==> config.mk <==
export PLATFORM = sky130hd
export DESIGN_NAME = tpcp_top
export DESIGN_NICKNAME = d
export VERILOG_FILES = /design/src/pkg/tpcp_pkg.sv /design/src/hw/tpcp_top.sv /design/src/hw/tpcp_updown.sv /design/src/hw/tpcp_phase.sv
export SDC_FILE = /design/constraint.sdc
export NUM_CORES = 1
export LEC_CHECK = 0
export BUFFER_PORTS_ARGS = -buffer_cell sky130_fd_sc_hd__buf_2
export CAP_MARGIN = 0
export CELL_PAD_IN_SITES_DETAIL_PLACEMENT = 1
export CELL_PAD_IN_SITES_GLOBAL_PLACEMENT = 2
export CORE_AREA = 2 2 299 301
export DETAILED_ROUTE_END_ITERATION = 16
export DIE_AREA = 0 0 301 303
export PLACE_DENSITY_LB_ADDON = 0.1
export SKIP_CTS_REPAIR_TIMING = 1
export SLEW_MARGIN = 20
export SYNTH_ARGS = -nofsm -noshare
export SYNTH_HDL_FRONTEND = slang
export SYNTH_SLANG_ARGS = --single-unit
==> constraint.sdc <==
create_clock -name clk -period 3.49 [get_ports clk]
set_clock_uncertainty 0.2 [all_clocks]
set_input_delay 0.349 -clock clk [delete_from_list [all_inputs] [get_ports clk]]
set_output_delay 0.349 -clock clk [all_outputs]
set_load 0.01 [all_outputs]
==> src/pkg/tpcp_pkg.sv <==
// shared constants for the three-phase complementary pwm block
package tpcp_pkg;
  localparam int ADDR_W = 34;
  localparam int DEF_TICK_DIV = 4;
  // register indices; byte address is four times the index
  localparam logic [31:0] IX_PRIO = 32'hFFFE0C08;
  localparam logic [31:0] IX_CH3_MODE = 32'hFFFE4202;
  localparam logic [31:0] IX_CH4_MODE = 32'hFFFE4203;
  localparam logic [31:0] IX_CH3_IE = 32'hFFFE4208;
  localparam logic [31:0] IX_OUT_EN = 32'hFFFE420A;
  localparam logic [31:0] IX_OUT_LEVEL = 32'hFFFE420E;
  localparam logic [31:0] IX_CH3_CNT = 32'hFFFE4210;
  localparam logic [31:0] IX_CH4_CNT = 32'hFFFE4212;
  localparam logic [31:0] IX_HALF_LIM = 32'hFFFE4214;
  localparam logic [31:0] IX_DEAD = 32'hFFFE4216;
  localparam logic [31:0] IX_CH3_UPPER = 32'hFFFE4218;
  localparam logic [31:0] IX_DUTY_U = 32'hFFFE421A;
  localparam logic [31:0] IX_DUTY_V = 32'hFFFE421C;
  localparam logic [31:0] IX_DUTY_W = 32'hFFFE421E;
  localparam logic [31:0] IX_HALF_BUF = 32'hFFFE4222;
  localparam logic [31:0] IX_CH3_UPPER_BUF = 32'hFFFE4224;
  localparam logic [31:0] IX_DUTY_U_BUF = 32'hFFFE4226;
  localparam logic [31:0] IX_DUTY_V_BUF = 32'hFFFE4228;
  localparam logic [31:0] IX_DUTY_W_BUF = 32'hFFFE422A;
  localparam logic [31:0] IX_CH3_STATUS = 32'hFFFE4230;
  localparam logic [31:0] IX_START = 32'hFFFE4280;
  // field positions
  localparam int B_TOGGLE_SYNC = 6;
  localparam int B_LOCK = 3;
  localparam int B_OCS = 2;
  localparam int B_ANTI_LVL = 1;
  localparam int B_POS_LVL = 0;
  localparam int B_BUF_B = 5;
  localparam int B_BUF_A = 4;
  localparam int B_CH4_START = 7;
  localparam int B_CH3_START = 6;
  localparam int B_CMPA_IE = 0;
  localparam int B_CMPA_FLAG = 0;
  localparam int PRIO_LSB = 4;
  localparam logic [3:0] MD_CPWM1 = 4'hD;
  localparam logic [3:0] MD_CPWM2 = 4'hE;
  localparam logic [3:0] MD_CPWM3 = 4'hF;
  localparam logic [1:0] RESP_OKAY = 2'h0;
  localparam logic [1:0] RESP_SLVERR = 2'h2;
  // reset values
  localparam logic [7:0] RST_BYTE = 8'h00;
  localparam logic [15:0] RST_HALF = 16'h0000;
  localparam logic [15:0] RST_LIMIT = 16'hFFFF;
endpackage

==> src/hw/tpcp_top.sv <==
// three-phase complementary pwm timer with AXI4-Lite registers
`timescale 1ns/1ps
`default_nettype none
module tpcp_top #(
  parameter int TICK_DIV = tpcp_pkg::DEF_TICK_DIV
) (
  input wire logic clk,
  input wire logic srst,
  input wire logic [tpcp_pkg::ADDR_W-1:0] s_axi_awaddr,
  input wire logic s_axi_awvalid,
  output logic s_axi_awready,
  input wire logic [31:0] s_axi_wdata,
  input wire logic [3:0] s_axi_wstrb,
  input wire logic s_axi_wvalid,
  output logic s_axi_wready,
  output logic [1:0] s_axi_bresp,
  output logic s_axi_bvalid,
  input wire logic s_axi_bready,
  input wire logic [tpcp_pkg::ADDR_W-1:0] s_axi_araddr,
  input wire logic s_axi_arvalid,
  output logic s_axi_arready,
  output logic [31:0] s_axi_rdata,
  output logic [1:0] s_axi_rresp,
  output logic s_axi_rvalid,
  input wire logic s_axi_rready,
  output logic ch3_toggle_pin,
  output logic phase_u_positive_pin,
  output logic phase_u_positive_oe_n,
  output logic phase_v_positive_pin,
  output logic phase_v_positive_oe_n,
  output logic phase_w_positive_pin,
  output logic phase_w_positive_oe_n,
  output logic phase_u_negative_pin,
  output logic phase_u_negative_oe_n,
  output logic phase_v_negative_pin,
  output logic phase_v_negative_oe_n,
  output logic phase_w_negative_pin,
  output logic phase_w_negative_oe_n,
  output logic ch3_compare_a_interrupt,
  output logic [3:0] ch3_compare_priority
);
  import tpcp_pkg::*;

  if (TICK_DIV < 1 || TICK_DIV > 65535) begin : g_bad_div
    $error("TICK_DIV out of range");
  end

  // register file
  logic [15:0] prio_q, prio_d, lim_q, lim_d, limb_q, limb_d, dead_q, dead_d;
  logic [15:0] up_q, up_d, upb_q, upb_d;
  logic [15:0] duty_q [3];
  logic [15:0] duty_d [3];
  logic [15:0] dbuf_q [3];
  logic [15:0] dbuf_d [3];
  logic [7:0] md3_q, md3_d, md4_q, md4_d, ie_q, ie_d, oe_q, oe_d;
  logic [7:0] lvl_q, lvl_d, start_q, start_d;
  logic flag_q, flag_d, irq_q, irq_d, tog_q, tog_d, tick_q, tick_d;
  logic [15:0] div_q, div_d;
  // bus state
  logic aw_hold_q, aw_hold_d, w_hold_q, w_hold_d, bvalid_q, bvalid_d;
  logic rvalid_q, rvalid_d;
  logic [31:0] wr_idx_q, wr_idx_d, wdata_q, wdata_d, rdata_q, rdata_d;
  logic [3:0] wstrb_q, wstrb_d;
  logic [1:0] bresp_q, bresp_d, rresp_q, rresp_d;
  // timer state
  logic [15:0] cnt3, cnt4;
  logic down3, down4, run3, run4, cpwm, peak, trough, xfer, match_a, wr_go;
  logic ld3, ld4;
  logic [6:0] pin_w, oen_w;

  function automatic logic [15:0] m16(input logic [15:0] o, input logic [31:0] d,
                                      input logic [3:0] s);
    m16 = {s[1] ? d[15:8] : o[15:8], s[0] ? d[7:0] : o[7:0]};
  endfunction

  function automatic logic [7:0] m8(input logic [7:0] o, input logic [31:0] d,
                                    input logic [3:0] s);
    m8 = s[0] ? d[7:0] : o;
  endfunction

  // {hit, data}; unmapped indices read as zero with the hit bit low
  function automatic logic [32:0] rd_word(input logic [31:0] ix);
    case (ix)
      IX_PRIO: rd_word = {17'h10000, prio_q};
      IX_CH3_MODE: rd_word = {25'h1000000, md3_q};
      IX_CH4_MODE: rd_word = {25'h1000000, md4_q};
      IX_CH3_IE: rd_word = {25'h1000000, ie_q};
      IX_OUT_EN: rd_word = {25'h1000000, oe_q};
      IX_OUT_LEVEL: rd_word = {25'h1000000, lvl_q};
      IX_CH3_CNT: rd_word = {17'h10000, cnt3};
      IX_CH4_CNT: rd_word = {17'h10000, cnt4};
      IX_HALF_LIM: rd_word = {17'h10000, lim_q};
      IX_DEAD: rd_word = {17'h10000, dead_q};
      IX_CH3_UPPER: rd_word = {17'h10000, up_q};
      IX_DUTY_U: rd_word = {17'h10000, duty_q[0]};
      IX_DUTY_V: rd_word = {17'h10000, duty_q[1]};
      IX_DUTY_W: rd_word = {17'h10000, duty_q[2]};
      IX_HALF_BUF: rd_word = {17'h10000, limb_q};
      IX_CH3_UPPER_BUF: rd_word = {17'h10000, upb_q};
      IX_DUTY_U_BUF: rd_word = {17'h10000, dbuf_q[0]};
      IX_DUTY_V_BUF: rd_word = {17'h10000, dbuf_q[1]};
      IX_DUTY_W_BUF: rd_word = {17'h10000, dbuf_q[2]};
      IX_CH3_STATUS: rd_word = {32'h80000000, flag_q};
      IX_START: rd_word = {25'h1000000, start_q};
      default: rd_word = 33'h000000000;
    endcase
  endfunction

  // AXI4-Lite slave: one write and one read in flight
  assign s_axi_awready = !aw_hold_q && !bvalid_q;
  assign s_axi_wready = !w_hold_q && !bvalid_q;
  assign s_axi_arready = !rvalid_q;
  assign wr_go = aw_hold_q && w_hold_q && !bvalid_q;

  always_comb begin
    logic [32:0] rw;
    logic [32:0] ww;
    rw = rd_word(s_axi_araddr[ADDR_W-1:2]);
    // a function result cannot be bit-selected directly
    ww = rd_word(wr_idx_q);
    aw_hold_d = aw_hold_q;
    w_hold_d = w_hold_q;
    wr_idx_d = wr_idx_q;
    wdata_d = wdata_q;
    wstrb_d = wstrb_q;
    bvalid_d = bvalid_q;
    bresp_d = bresp_q;
    rvalid_d = rvalid_q;
    rdata_d = rdata_q;
    rresp_d = rresp_q;
    if (s_axi_awvalid && s_axi_awready) begin
      aw_hold_d = 1'b1;
      wr_idx_d = s_axi_awaddr[ADDR_W-1:2];
    end
    if (s_axi_wvalid && s_axi_wready) begin
      w_hold_d = 1'b1;
      wdata_d = s_axi_wdata;
      wstrb_d = s_axi_wstrb;
    end
    if (wr_go) begin
      aw_hold_d = 1'b0;
      w_hold_d = 1'b0;
      bvalid_d = 1'b1;
      bresp_d = ww[32] ? RESP_OKAY : RESP_SLVERR;
    end else if (bvalid_q && s_axi_bready) begin
      bvalid_d = 1'b0;
    end
    if (s_axi_arvalid && s_axi_arready) begin
      rvalid_d = 1'b1;
      rdata_d = rw[31:0];
      rresp_d = rw[32] ? RESP_OKAY : RESP_SLVERR;
    end else if (rvalid_q && s_axi_rready) begin
      rvalid_d = 1'b0;
    end
  end

  always_ff @(posedge clk) begin
    if (srst) begin
      aw_hold_q <= 1'b0;
      w_hold_q <= 1'b0;
      wr_idx_q <= '0;
      wdata_q <= '0;
      wstrb_q <= '0;
      bvalid_q <= 1'b0;
      bresp_q <= RESP_OKAY;
      rvalid_q <= 1'b0;
      rdata_q <= '0;
      rresp_q <= RESP_OKAY;
    end else begin
      aw_hold_q <= aw_hold_d;
      w_hold_q <= w_hold_d;
      wr_idx_q <= wr_idx_d;
      wdata_q <= wdata_d;
      wstrb_q <= wstrb_d;
      bvalid_q <= bvalid_d;
      bresp_q <= bresp_d;
      rvalid_q <= rvalid_d;
      rdata_q <= rdata_d;
      rresp_q <= rresp_d;
    end
  end

  assign s_axi_bvalid = bvalid_q;
  assign s_axi_bresp = bresp_q;
  assign s_axi_rvalid = rvalid_q;
  assign s_axi_rdata = rdata_q;
  assign s_axi_rresp = rresp_q;

  // timer events
  assign cpwm = md3_q[3:0] == MD_CPWM1 || md3_q[3:0] == MD_CPWM2
             || md3_q[3:0] == MD_CPWM3;
  assign run3 = start_q[B_CH3_START];
  assign run4 = start_q[B_CH4_START];
  assign peak = tick_q && run3 && cpwm && !down3 && cnt3 >= up_q;
  assign trough = tick_q && run4 && cpwm && down4 && cnt4 == 16'h0000;
  assign xfer = (peak && md3_q[3:0] != MD_CPWM2)
             || (trough && md3_q[3:0] != MD_CPWM1);
  assign match_a = tick_q && run3 && cnt3 == up_q;
  assign ld3 = wr_go && wr_idx_q == IX_CH3_CNT;
  assign ld4 = wr_go && wr_idx_q == IX_CH4_CNT;

  always_comb begin
    prio_d = prio_q;
    md3_d = md3_q;
    md4_d = md4_q;
    ie_d = ie_q;
    oe_d = oe_q;
    lvl_d = lvl_q;
    lim_d = lim_q;
    limb_d = limb_q;
    dead_d = dead_q;
    up_d = up_q;
    upb_d = upb_q;
    duty_d = duty_q;
    dbuf_d = dbuf_q;
    start_d = start_q;
    flag_d = flag_q;
    div_d = (div_q == 16'(TICK_DIV - 1)) ? 16'h0000 : div_q + 16'h0001;
    tick_d = div_q == 16'(TICK_DIV - 1);
    tog_d = tog_q;
    if (wr_go) begin
      case (wr_idx_q)
        IX_PRIO: prio_d = m16(prio_q, wdata_q, wstrb_q);
        IX_CH3_MODE: md3_d = m8(md3_q, wdata_q, wstrb_q);
        IX_CH4_MODE: md4_d = m8(md4_q, wdata_q, wstrb_q);
        IX_CH3_IE: ie_d = m8(ie_q, wdata_q, wstrb_q);
        IX_OUT_EN: oe_d = m8(oe_q, wdata_q, wstrb_q);
        IX_OUT_LEVEL: begin
          if (wstrb_q[0]) begin
            lvl_d[B_TOGGLE_SYNC] = wdata_q[B_TOGGLE_SYNC];
            // the lock only sets; reset is the one way out
            lvl_d[B_LOCK] = lvl_q[B_LOCK] | wdata_q[B_LOCK];
            if (!lvl_q[B_LOCK]) begin
              lvl_d[B_OCS] = wdata_q[B_OCS];
              lvl_d[B_ANTI_LVL] = wdata_q[B_ANTI_LVL];
              lvl_d[B_POS_LVL] = wdata_q[B_POS_LVL];
            end
          end
        end
        IX_HALF_LIM: lim_d = m16(lim_q, wdata_q, wstrb_q);
        IX_HALF_BUF: limb_d = m16(limb_q, wdata_q, wstrb_q);
        IX_DEAD: dead_d = m16(dead_q, wdata_q, wstrb_q);
        IX_CH3_UPPER: up_d = m16(up_q, wdata_q, wstrb_q);
        IX_CH3_UPPER_BUF: upb_d = m16(upb_q, wdata_q, wstrb_q);
        IX_DUTY_U: duty_d[0] = m16(duty_q[0], wdata_q, wstrb_q);
        IX_DUTY_V: duty_d[1] = m16(duty_q[1], wdata_q, wstrb_q);
        IX_DUTY_W: duty_d[2] = m16(duty_q[2], wdata_q, wstrb_q);
        IX_DUTY_U_BUF: dbuf_d[0] = m16(dbuf_q[0], wdata_q, wstrb_q);
        IX_DUTY_V_BUF: dbuf_d[1] = m16(dbuf_q[1], wdata_q, wstrb_q);
        IX_DUTY_W_BUF: dbuf_d[2] = m16(dbuf_q[2], wdata_q, wstrb_q);
        IX_CH3_STATUS: begin
          if (wstrb_q[0] && !wdata_q[B_CMPA_FLAG]) begin
            flag_d = 1'b0;
          end
        end
        IX_START: start_d = m8(start_q, wdata_q, wstrb_q);
        default: begin
        end
      endcase
    end
    // transfers come last so a same-cycle direct write cannot undo them
    if (xfer) begin
      lim_d = limb_q;
      if (md3_q[B_BUF_A]) begin
        up_d = upb_q;
        duty_d[1] = dbuf_q[1];
      end
      if (md3_q[B_BUF_B]) begin
        duty_d[0] = dbuf_q[0];
        duty_d[2] = dbuf_q[2];
      end
    end
    if (match_a) begin
      flag_d = 1'b1;
    end
    if (lvl_q[B_TOGGLE_SYNC] && (peak || trough)) begin
      tog_d = !tog_q;
    end
    irq_d = flag_d && ie_d[B_CMPA_IE];
  end

  always_ff @(posedge clk) begin
    if (srst) begin
      prio_q <= RST_HALF;
      md3_q <= RST_BYTE;
      md4_q <= RST_BYTE;
      ie_q <= RST_BYTE;
      oe_q <= RST_BYTE;
      lvl_q <= RST_BYTE;
      lim_q <= RST_LIMIT;
      limb_q <= RST_LIMIT;
      dead_q <= RST_HALF;
      up_q <= RST_LIMIT;
      upb_q <= RST_LIMIT;
      duty_q <= '{default: RST_LIMIT};
      dbuf_q <= '{default: RST_LIMIT};
      start_q <= RST_BYTE;
      flag_q <= 1'b0;
      irq_q <= 1'b0;
      tog_q <= 1'b0;
      div_q <= RST_HALF;
      tick_q <= 1'b0;
    end else begin
      prio_q <= prio_d;
      md3_q <= md3_d;
      md4_q <= md4_d;
      ie_q <= ie_d;
      oe_q <= oe_d;
      lvl_q <= lvl_d;
      lim_q <= lim_d;
      limb_q <= limb_d;
      dead_q <= dead_d;
      up_q <= up_d;
      upb_q <= upb_d;
      duty_q <= duty_d;
      dbuf_q <= dbuf_d;
      start_q <= start_d;
      flag_q <= flag_d;
      irq_q <= irq_d;
      tog_q <= tog_d;
      div_q <= div_d;
      tick_q <= tick_d;
    end
  end

  // ch3 turns between dead time and its upper limit, so software must
  // preload the count with the dead time to keep the offset
  tpcp_updown #(.W(16)) u_cnt3 (
    .clk(clk),
    .srst(srst),
    .tick(tick_q),
    .run(run3),
    .updown(cpwm),
    .lo(dead_q),
    .hi(up_q),
    .ld(ld3),
    .ld_val(m16(cnt3, wdata_q, wstrb_q)),
    .cnt(cnt3),
    .down(down3)
  );

  // ch4 mode register is stored but never steers ch4 while complementary
  tpcp_updown #(.W(16)) u_cnt4 (
    .clk(clk),
    .srst(srst),
    .tick(tick_q),
    .run(run4),
    .updown(cpwm),
    .lo(RST_HALF),
    .hi(lim_q),
    .ld(ld4),
    .ld_val(m16(cnt4, wdata_q, wstrb_q)),
    .cnt(cnt4),
    .down(down4)
  );

  for (genvar p = 0; p < 3; p++) begin : g_phase
    tpcp_phase u_phase (
      .clk(clk),
      .srst(srst),
      .run(run3 && run4 && cpwm),
      .c3(cnt3),
      .c4(cnt4),
      .duty(duty_q[p]),
      .pos_lvl(lvl_q[B_POS_LVL]),
      .neg_lvl(lvl_q[B_ANTI_LVL]),
      .oe_pos(oe_q[p]),
      .oe_neg(oe_q[p+3]),
      .pos_pin(pin_w[p]),
      .pos_oe_n(oen_w[p]),
      .neg_pin(pin_w[p+3]),
      .neg_oe_n(oen_w[p+3])
    );
  end
  assign pin_w[6] = 1'b0;
  assign oen_w[6] = 1'b1;

  assign phase_u_positive_pin = pin_w[0];
  assign phase_u_positive_oe_n = oen_w[0];
  assign phase_v_positive_pin = pin_w[1];
  assign phase_v_positive_oe_n = oen_w[1];
  assign phase_w_positive_pin = pin_w[2];
  assign phase_w_positive_oe_n = oen_w[2];
  assign phase_u_negative_pin = pin_w[3];
  assign phase_u_negative_oe_n = oen_w[3];
  assign phase_v_negative_pin = pin_w[4];
  assign phase_v_negative_oe_n = oen_w[4];
  assign phase_w_negative_pin = pin_w[5];
  assign phase_w_negative_oe_n = oen_w[5];
  assign ch3_toggle_pin = tog_q;
  assign ch3_compare_a_interrupt = irq_q;
  assign ch3_compare_priority = prio_q[PRIO_LSB+3:PRIO_LSB];
endmodule
`default_nettype wire

==> src/hw/tpcp_updown.sv <==
// up/down counter turning between a low and a high limit
`timescale 1ns/1ps
`default_nettype none
module tpcp_updown #(
  parameter int W = 16
) (
  input wire logic clk,
  input wire logic srst,
  input wire logic tick,
  input wire logic run,
  input wire logic updown,
  input wire logic [W-1:0] lo,
  input wire logic [W-1:0] hi,
  input wire logic ld,
  input wire logic [W-1:0] ld_val,
  output logic [W-1:0] cnt,
  output logic down
);
  logic [W-1:0] cnt_q, cnt_d;
  logic down_q, down_d;

  if (W < 2) begin : g_bad_w
    $error("counter width too small");
  end

  always_comb begin
    cnt_d = cnt_q;
    down_d = down_q;
    if (ld) begin
      cnt_d = ld_val;
      down_d = 1'b0;
    end else if (tick && run) begin
      if (!updown) begin
        cnt_d = cnt_q + 1'b1;
      end else if (!down_q) begin
        // >= so a limit lowered under the count still turns
        if (cnt_q >= hi) begin
          down_d = 1'b1;
          cnt_d = cnt_q - 1'b1;
        end else begin
          cnt_d = cnt_q + 1'b1;
        end
      end else if (cnt_q <= lo) begin
        down_d = 1'b0;
        cnt_d = cnt_q + 1'b1;
      end else begin
        cnt_d = cnt_q - 1'b1;
      end
    end
  end

  always_ff @(posedge clk) begin
    if (srst) begin
      cnt_q <= '0;
      down_q <= 1'b0;
    end else begin
      cnt_q <= cnt_d;
      down_q <= down_d;
    end
  end

  assign cnt = cnt_q;
  assign down = down_q;
endmodule
`default_nettype wire

==> src/hw/tpcp_phase.sv <==
// one phase: positive and antiphase pins with dead-time gap
`timescale 1ns/1ps
`default_nettype none
module tpcp_phase (
  input wire logic clk,
  input wire logic srst,
  input wire logic run,
  input wire logic [15:0] c3,
  input wire logic [15:0] c4,
  input wire logic [15:0] duty,
  input wire logic pos_lvl,
  input wire logic neg_lvl,
  input wire logic oe_pos,
  input wire logic oe_neg,
  output logic pos_pin,
  output logic pos_oe_n,
  output logic neg_pin,
  output logic neg_oe_n
);
  logic pos_act_q, pos_act_d, neg_act_q, neg_act_d;
  logic pos_oe_n_q, pos_oe_n_d, neg_oe_n_q, neg_oe_n_d;

  always_comb begin
    // c3 runs dead time ahead of c4, so the two regions never meet
    pos_act_d = run && (c4 >= duty);
    neg_act_d = run && (c3 < duty);
    pos_oe_n_d = !oe_pos;
    neg_oe_n_d = !oe_neg;
  end

  always_ff @(posedge clk) begin
    if (srst) begin
      pos_act_q <= 1'b0;
      neg_act_q <= 1'b0;
      pos_oe_n_q <= 1'b1;
      neg_oe_n_q <= 1'b1;
    end else begin
      pos_act_q <= pos_act_d;
      neg_act_q <= neg_act_d;
      pos_oe_n_q <= pos_oe_n_d;
      neg_oe_n_q <= neg_oe_n_d;
    end
  end

  // select 0: idle high, active low
  assign pos_pin = pos_act_q ? pos_lvl : !pos_lvl;
  assign neg_pin = neg_act_q ? neg_lvl : !neg_lvl;
  assign pos_oe_n = pos_oe_n_q;
  assign neg_oe_n = neg_oe_n_q;
endmodule
`default_nettype wire

* After elaboration in Yosys (flattened, before gate mapping)
Index checks and enable logic that the tools add are counted.
Storage, ports and cells: flip-flop bits (word level) 393, bits of input ports 111, output and inout bits 59
Cells by class: add/subtract/negate cells 5, order comparisons 10, equality and inequality tests 53, mux-type cells 64, bitwise operators 2, reductions and logical operators 94
Operators by type and width (number):
- one-hot mux 33 bit (21 select lines) | 2
- equality test 32 bit, second input constant | 42
- two-way mux 16 bit | 25
- two-way mux 48 bit | 2
- >= comparator 16 bit | 5
- two-way mux 8 bit | 10
- AND reduction 3 bit | 22
- adder 16 x 1 -> 16 bit, second input constant | 3
- less-than comparator 16 bit | 3
- logical AND 1 bit | 33
- subtractor 16 x 1 -> 16 bit, second input constant | 2
- two-way mux 1 bit | 23
- equality test 16 bit | 1
- equality test 16 x 2 -> 1 bit, second input constant | 1
- less-or-equal comparator 16 x 1 -> 1 bit, second input constant | 1
- less-or-equal comparator 16 bit | 1
- logical NOT 16 bit | 1
- nonzero test 2 bit | 8
- logical NOT 1 bit | 15
- equality test 4 bit, second input constant | 3
- AND reduction 2 bit | 6
- != test 2 bit, second input constant | 4
- != test 4 bit, second input constant | 2
- OR reduction 2 bit | 4
- 5 further kinds | 9

* Longest topological paths before layout
depth in word-level cells 10, mapped depth 13

* By module
From an unflattened synthesis, not the netlist that was laid out.
Unflattened totals: cell total of the unflattened synthesis 2922, area, all modules 23948.0 um^2
By module, submodules not included:
- tpcp_top | instances 1, cells an instance 1984, area each 16773.6 um^2, sequential area each 6586.3 um^2
- tpcp_updown | instances 2, cells an instance 316, area each 2303.5 um^2, sequential area each 340.3 um^2
- tpcp_phase | instances 3, cells an instance 102, area each 855.8 um^2, sequential area each 80.1 um^2

* Worst setup path before layout
OpenSTA, ideal clock, no wires.
path type reg-to-reg, from reg u_cnt3.cnt_q[13] (netlist: u_cnt3.cnt[13]), to reg u_cnt3.cnt_q[10] (netlist: u_cnt3.cnt[10]), arrival time 2.794 ns, required time 3.227 ns, slack 0.433 ns, stages on the path, launching flop included 11, path buffers 1, cell sequence dfxtp_1 > ha_1 > nand4_1 > or4_1 > o32ai_1 > o21bai_1 > a21o_1 > buf_6 > and4_1 > or4_1 > nand3_1
On the way: word-level cells in the longest chain between the ends 6, elaborated cells between the ends (all ways) 8, those cells by class order compare: 2; mux: 6
Ends and longest elaborated chain:
- from (decl) | line tpcp_updown.sv:19 | logic [W-1:0] cnt_q, cnt_d;
- from (signal assigned) | line tpcp_updown.sv:57 | cnt_q <= cnt_d;
- >= comparator 16 bit or less-or-equal comparator 16 bit (tied branches) | line tpcp_updown.sv:37, tpcp_updown.sv:43
- two-way mux 16 bit (on tied branches) | line tpcp_updown.sv:37, tpcp_updown.sv:43
- two-way mux 16 bit (*) | line tpcp_updown.sv:35 | end else if (!down_q) begin
- two-way mux 16 bit (*) | line tpcp_updown.sv:33 | if (!updown) begin
- two-way mux 16 bit (*) | line tpcp_updown.sv:32 | end else if (tick && run) begin
- two-way mux 16 bit (*) | line tpcp_updown.sv:29 | if (ld) begin
Every way passes the cells marked *; elsewhere a longest branch is shown, timed or not. The select of a mux whose other input is x is not followed. A chain may end at the register's enable or synchronous reset.

* Final worst setup path
from reg up_q[11], to reg u_cnt3.cnt_q[10] (netlist: u_cnt3.cnt[10])
On the way: word-level cells in the longest chain between the ends 6
Ends and longest elaborated chain:
- from (decl) | line tpcp_top.sv:50 | logic [15:0] up_q, up_d, upb_q, upb_d;
- from (signal assigned) | line tpcp_top.sv:313 | up_q <= up_d;
- >= comparator 16 bit | line tpcp_updown.sv:37 | if (cnt_q >= hi) begin
- two-way mux 16 bit | line tpcp_updown.sv:37
- two-way mux 16 bit | line tpcp_updown.sv:35
- two-way mux 16 bit | line tpcp_updown.sv:33
- two-way mux 16 bit | line tpcp_updown.sv:32
- two-way mux 16 bit | line tpcp_updown.sv:29
Every way passes these cells. The select of a mux whose other input is x is not followed.

==> metrics.yaml <==
run_status:
  outcome: "complete, no violations"
power:
  pwr-share-seq_pct: 41.4
  power_w: 0.01091
  p_sw_w: 0.002938
  p_comb_share_pct: 8.7
  p_leak_nw: 12.32
  netSwitchingFraction_pct: 26.93
  ir_worst_vdd_mv: 0.3689
  p_int_w: 0.007973
  power_density_nw_per_um2: 399.7
  clockPowerShare_pct: 49.9
logic_synthesis:
  yosysTopAreaCellShare_pct: 34.44
  ys_ff_latch: 375
  synth_compound_area_share_pct: 15.54
  synth_top_family_by_area: "simple AND/OR/NAND/NOR gates"
  synthMuxAreaShare_pct: 11.77
  synthSimpleGateAreaFrac_pct: 23.01
  avgSynthCellArea_um2: 8.232
  netlist_area_um2: 21800
  ys_seq_area_share_pct: 34.44
  synthFlopType: "dfxtp_1"
  synthAdderAreaFrac_pct: 8.380
  synth-warning-count: 0
  synth-edff-count: 0
  synth_cell_types: 83
  synth_commonest_cells: "391 x nand2_1, 375 x dfxtp_1, 235 x mux2i_1, 170 x nor2_1, 146 x ha_1"
  synth_cells: 2648
  yosysMostFrequentCell: "nand2_1"
  async_flop_share_pct: 0
  synth_xor_area_share_pct: 0.8437
  ys_top_cells_by_area: "dfxtp_1 34%, mux2i_1 11%, ha_1 8.4%"
  synth.largest_area_cell: "dfxtp_1"
setup_path:
  arrival_ns: 3.67
  startpoint_type: "flip-flop"
  rrSetupSlack_ns: 0.15
  critPathTopFamily: "simple AND/OR/NAND/NOR gates"
  cp_max_fo: 18
  reg2reg_to: "u_cnt3.cnt[10]$_SDFFE_PP0P_"
  crit_type: "flip-flop to flip-flop"
  crit_end: "u_cnt3.cnt[10]$_SDFFE_PP0P_"
  cp.depth: 12
  path_buf_inv: 3
  crit_slowest_cell: "or4_4"
  crit_path_end_kind: "flip-flop"
  critPathRequiredTime_ns: 3.82
  reg2reg_depth: 12
  crit_path_start: "up_q[11]$_SDFF_PP1_"
  r2r_start: "up_q[11]$_SDFF_PP1_"
  cp_cell_sequence: "inv_1, ha_1, nand4_1, or4_4, o32ai_4, buf_4, o21bai_1, a21o_1, buf_12, and4_1, or4_1, nand3_1"
  cpPeakStageDelay_ns: 0.57
grt:
  grt-ovfl-total: 0
  grt_max_degree: 149
  gr-usage-all-layers_pct: 24.21
  grt_pass1_wl_um: 160800
  grt_pass1_vias: 21790
  antenna_found_initial: 1
routing:
  via_count: 21640
  wire_per_inst_um: 27.27
  met3_wirelength_um: 4769
  remaining_drc_errors: 0
  wl_met1_um: 54000
  drt-total-wl_um: 112600
  viasPerCell: 5.242
  routed.top_layer: "met4"
  drtPass1Iterations: 9
  ant_nets: 0
  met2_length_um: 51300
  detail_route.iter0.violations: 1477
floorplan:
  core.rowCount: 109
  die_h_um: 303
  die_w_um: 301
  coreArea_um2: 87970
  design.die.area_um2: 91200
  initial_core_util_pct: 24.78
  ioPinCount: 170
timing:
  tightest_slew_ns: 1.169
  rsz0062_at_grt: "no"
  fin_setup_tns_ns: 0
  finalCritPeriodShare_pct: 95.84
  final_hold_viol_count: 0
  slew_violations: 0
  finalSetupViolCount: 0
  slew_headroom_pct: 22.05
  period_minus_slack_ns: 3.345
  fmax_ghz: 0.2990
job:
  drv_cap: 0
cts:
  clk_pin_slew_ns: 0.06
  htreeDepth: 2
  cts_max_path_buffers: 3
  cts-root-buf: "clkbuf_16"
  cts_buffers: 50
  cts_tree: "yes"
  clk_latency_ns: 0.61
  clock_sinks: 375
place:
  gp_congestion: 0.8808
  port_buffers: 129
  dp_hpwl_um: 86430
layout:
  final_nets: 3181
  area_growth_pct: 25.23
  drive_gt1_share_pct: 16.58
hold_path:
  hold_path_class: "flip-flop to flip-flop"
==> power by group through the flow <==
stage | Sequential, W | Combinational, W | Clock, W
after global placement | 0.00461 | 0.000874 | 0
after detailed placement | 0.00461 | 0.000887 | 0
after CTS | 0.00452 | 0.000890 | 0.00558
after floorplan | 0.00451 | 0.000511 | 0
final | 0.00452 | 0.000949 | 0.00545
after global routing | 0.00453 | 0.00104 | 0.00574
==> worst min path at each step <==
| stage | startpoint | endpoint | slack (ns) | cells after the start |
|---|---|---|---|---|
| global placement | oe_q[2]$_SDFFE_PP0P_ | g_phase[2].u_phase.pos_oe_n$_SDFF_PP1_ | 0.21 | 1 |
| floorplan | oe_q[3]$_SDFFE_PP0P_ | g_phase[0].u_phase.neg_oe_n$_SDFF_PP1_ | 0.17 | 1 |
| global route | oe_q[2]$_SDFFE_PP0P_ | g_phase[2].u_phase.pos_oe_n$_SDFF_PP1_ | 0.25 | 1 |
| finish | oe_q[2]$_SDFFE_PP0P_ | g_phase[2].u_phase.pos_oe_n$_SDFF_PP1_ | 0.22 | 1 |
| CTS | s_axi_rready | s_axi_rvalid$_SDFFE_PP0P_ | -0.31 | 2 |
| detailed placement | oe_q[2]$_SDFFE_PP0P_ | g_phase[2].u_phase.pos_oe_n$_SDFF_PP1_ | 0.22 | 1 |
==> worst register-to-register path, stage by stage (launching register included) <==
cell	delay [ns]
dfxtp_1	0.34
inv_1	0.05
ha_1	0.32
nand4_1	0.14
or4_4	0.57
o32ai_4	0.29
buf_4	0.15
o21bai_1	0.07
a21o_1	0.20
buf_12	0.17
and4_1	0.19
or4_1	0.49
nand3_1	0.09
==> routing by layer <==
layer / up-vias / GRT usage (%)
met2: 534 / 39.38
met3: 111 / 2.786
met4: 0 / 5.224
li1: 10100 / -
met5: - / 0
met1: 10890 / 34.28
==> final cells by class <==
cell class	count	area, um^2
fillers	10380	60670
multi-input cells	1974	13130
flip-flops and latches	375	7513
repair buffers	405	3032
clock buffers	76	1470
well taps	1165	1458
inverters	118	447.9
clock inverters	13	239.0
diodes	2	5.005
==> metrics by stage <==
| stage | worst slack, ns | instance area [um^2] | util, % | hold WS, ns | instances |
|---|---|---|---|---|---|
| after floorplan | 0.4328 | 21860 | - | 0.1709 | 2665 |
| after global placement | 0.06506 | 24910 | 28.31 | 0.2065 | 3975 |
| after detailed placement | 0.06726 | 24910 | 28.31 | 0.2165 | 3975 |
| after CTS | 0.03740 | 26620 | 30.26 | -0.3145 | 4064 |
| after global routing | 0.01128 | 27290 | 31.03 | 0.2518 | 4126 |
| final | 0.1450 | 27300 | 31.03 | 0.2216 | 4128 |
==> cells by family after synthesis <==
group	count (synthesis)
AND/OR/NAND/NOR	1021
AO/OA/AOI/OAI	514
flip-flops	375
buffers and inverters	316
multiplexers	254
adder cells (fa/ha/maj)	146
XOR/XNOR	21
other	1
==> state kept, by name, indices dropped and copies added (netlist names), 16 cells and up <==
register,cells
dbuf_q,48
dead_q,16
div_q,16
duty_q,48
lim_q,16
limb_q,16
prio_q,16
s_axi_rdata,16
u_cnt3.cnt,16
u_cnt4.cnt,16
up_q,16
upb_q,16
wdata_q,16
wr_idx_q,32
==> cells in the final DEF, fill, tap and decap left out, drive strengths merged, types with 18 or more instances in the layout <==
cell | netlist | routed
clkbuf | 144 | 77
ha | 146 | 146
nor2 | 176 | 176
a22oi | 62 | 62
a31oi | 81 | 81
inv | 118 | 119
dlygate4sd3 | 0 | 62
a21oi | 146 | 146
mux2 | 19 | 19
mux2i | 235 | 235
nand3 | 80 | 80
and3 | 24 | 24
a21o | 39 | 39
nand4 | 59 | 59
a221oi | 20 | 20
o21ai | 56 | 56
nor4 | 32 | 32
nor3 | 137 | 137
nand2 | 391 | 391
conb | 1 | 18
nor2b | 21 | 21
buf | 54 | 342
dfxtp | 375 | 375
nand2b | 18 | 18
Power figures use the tool's default switching activity.
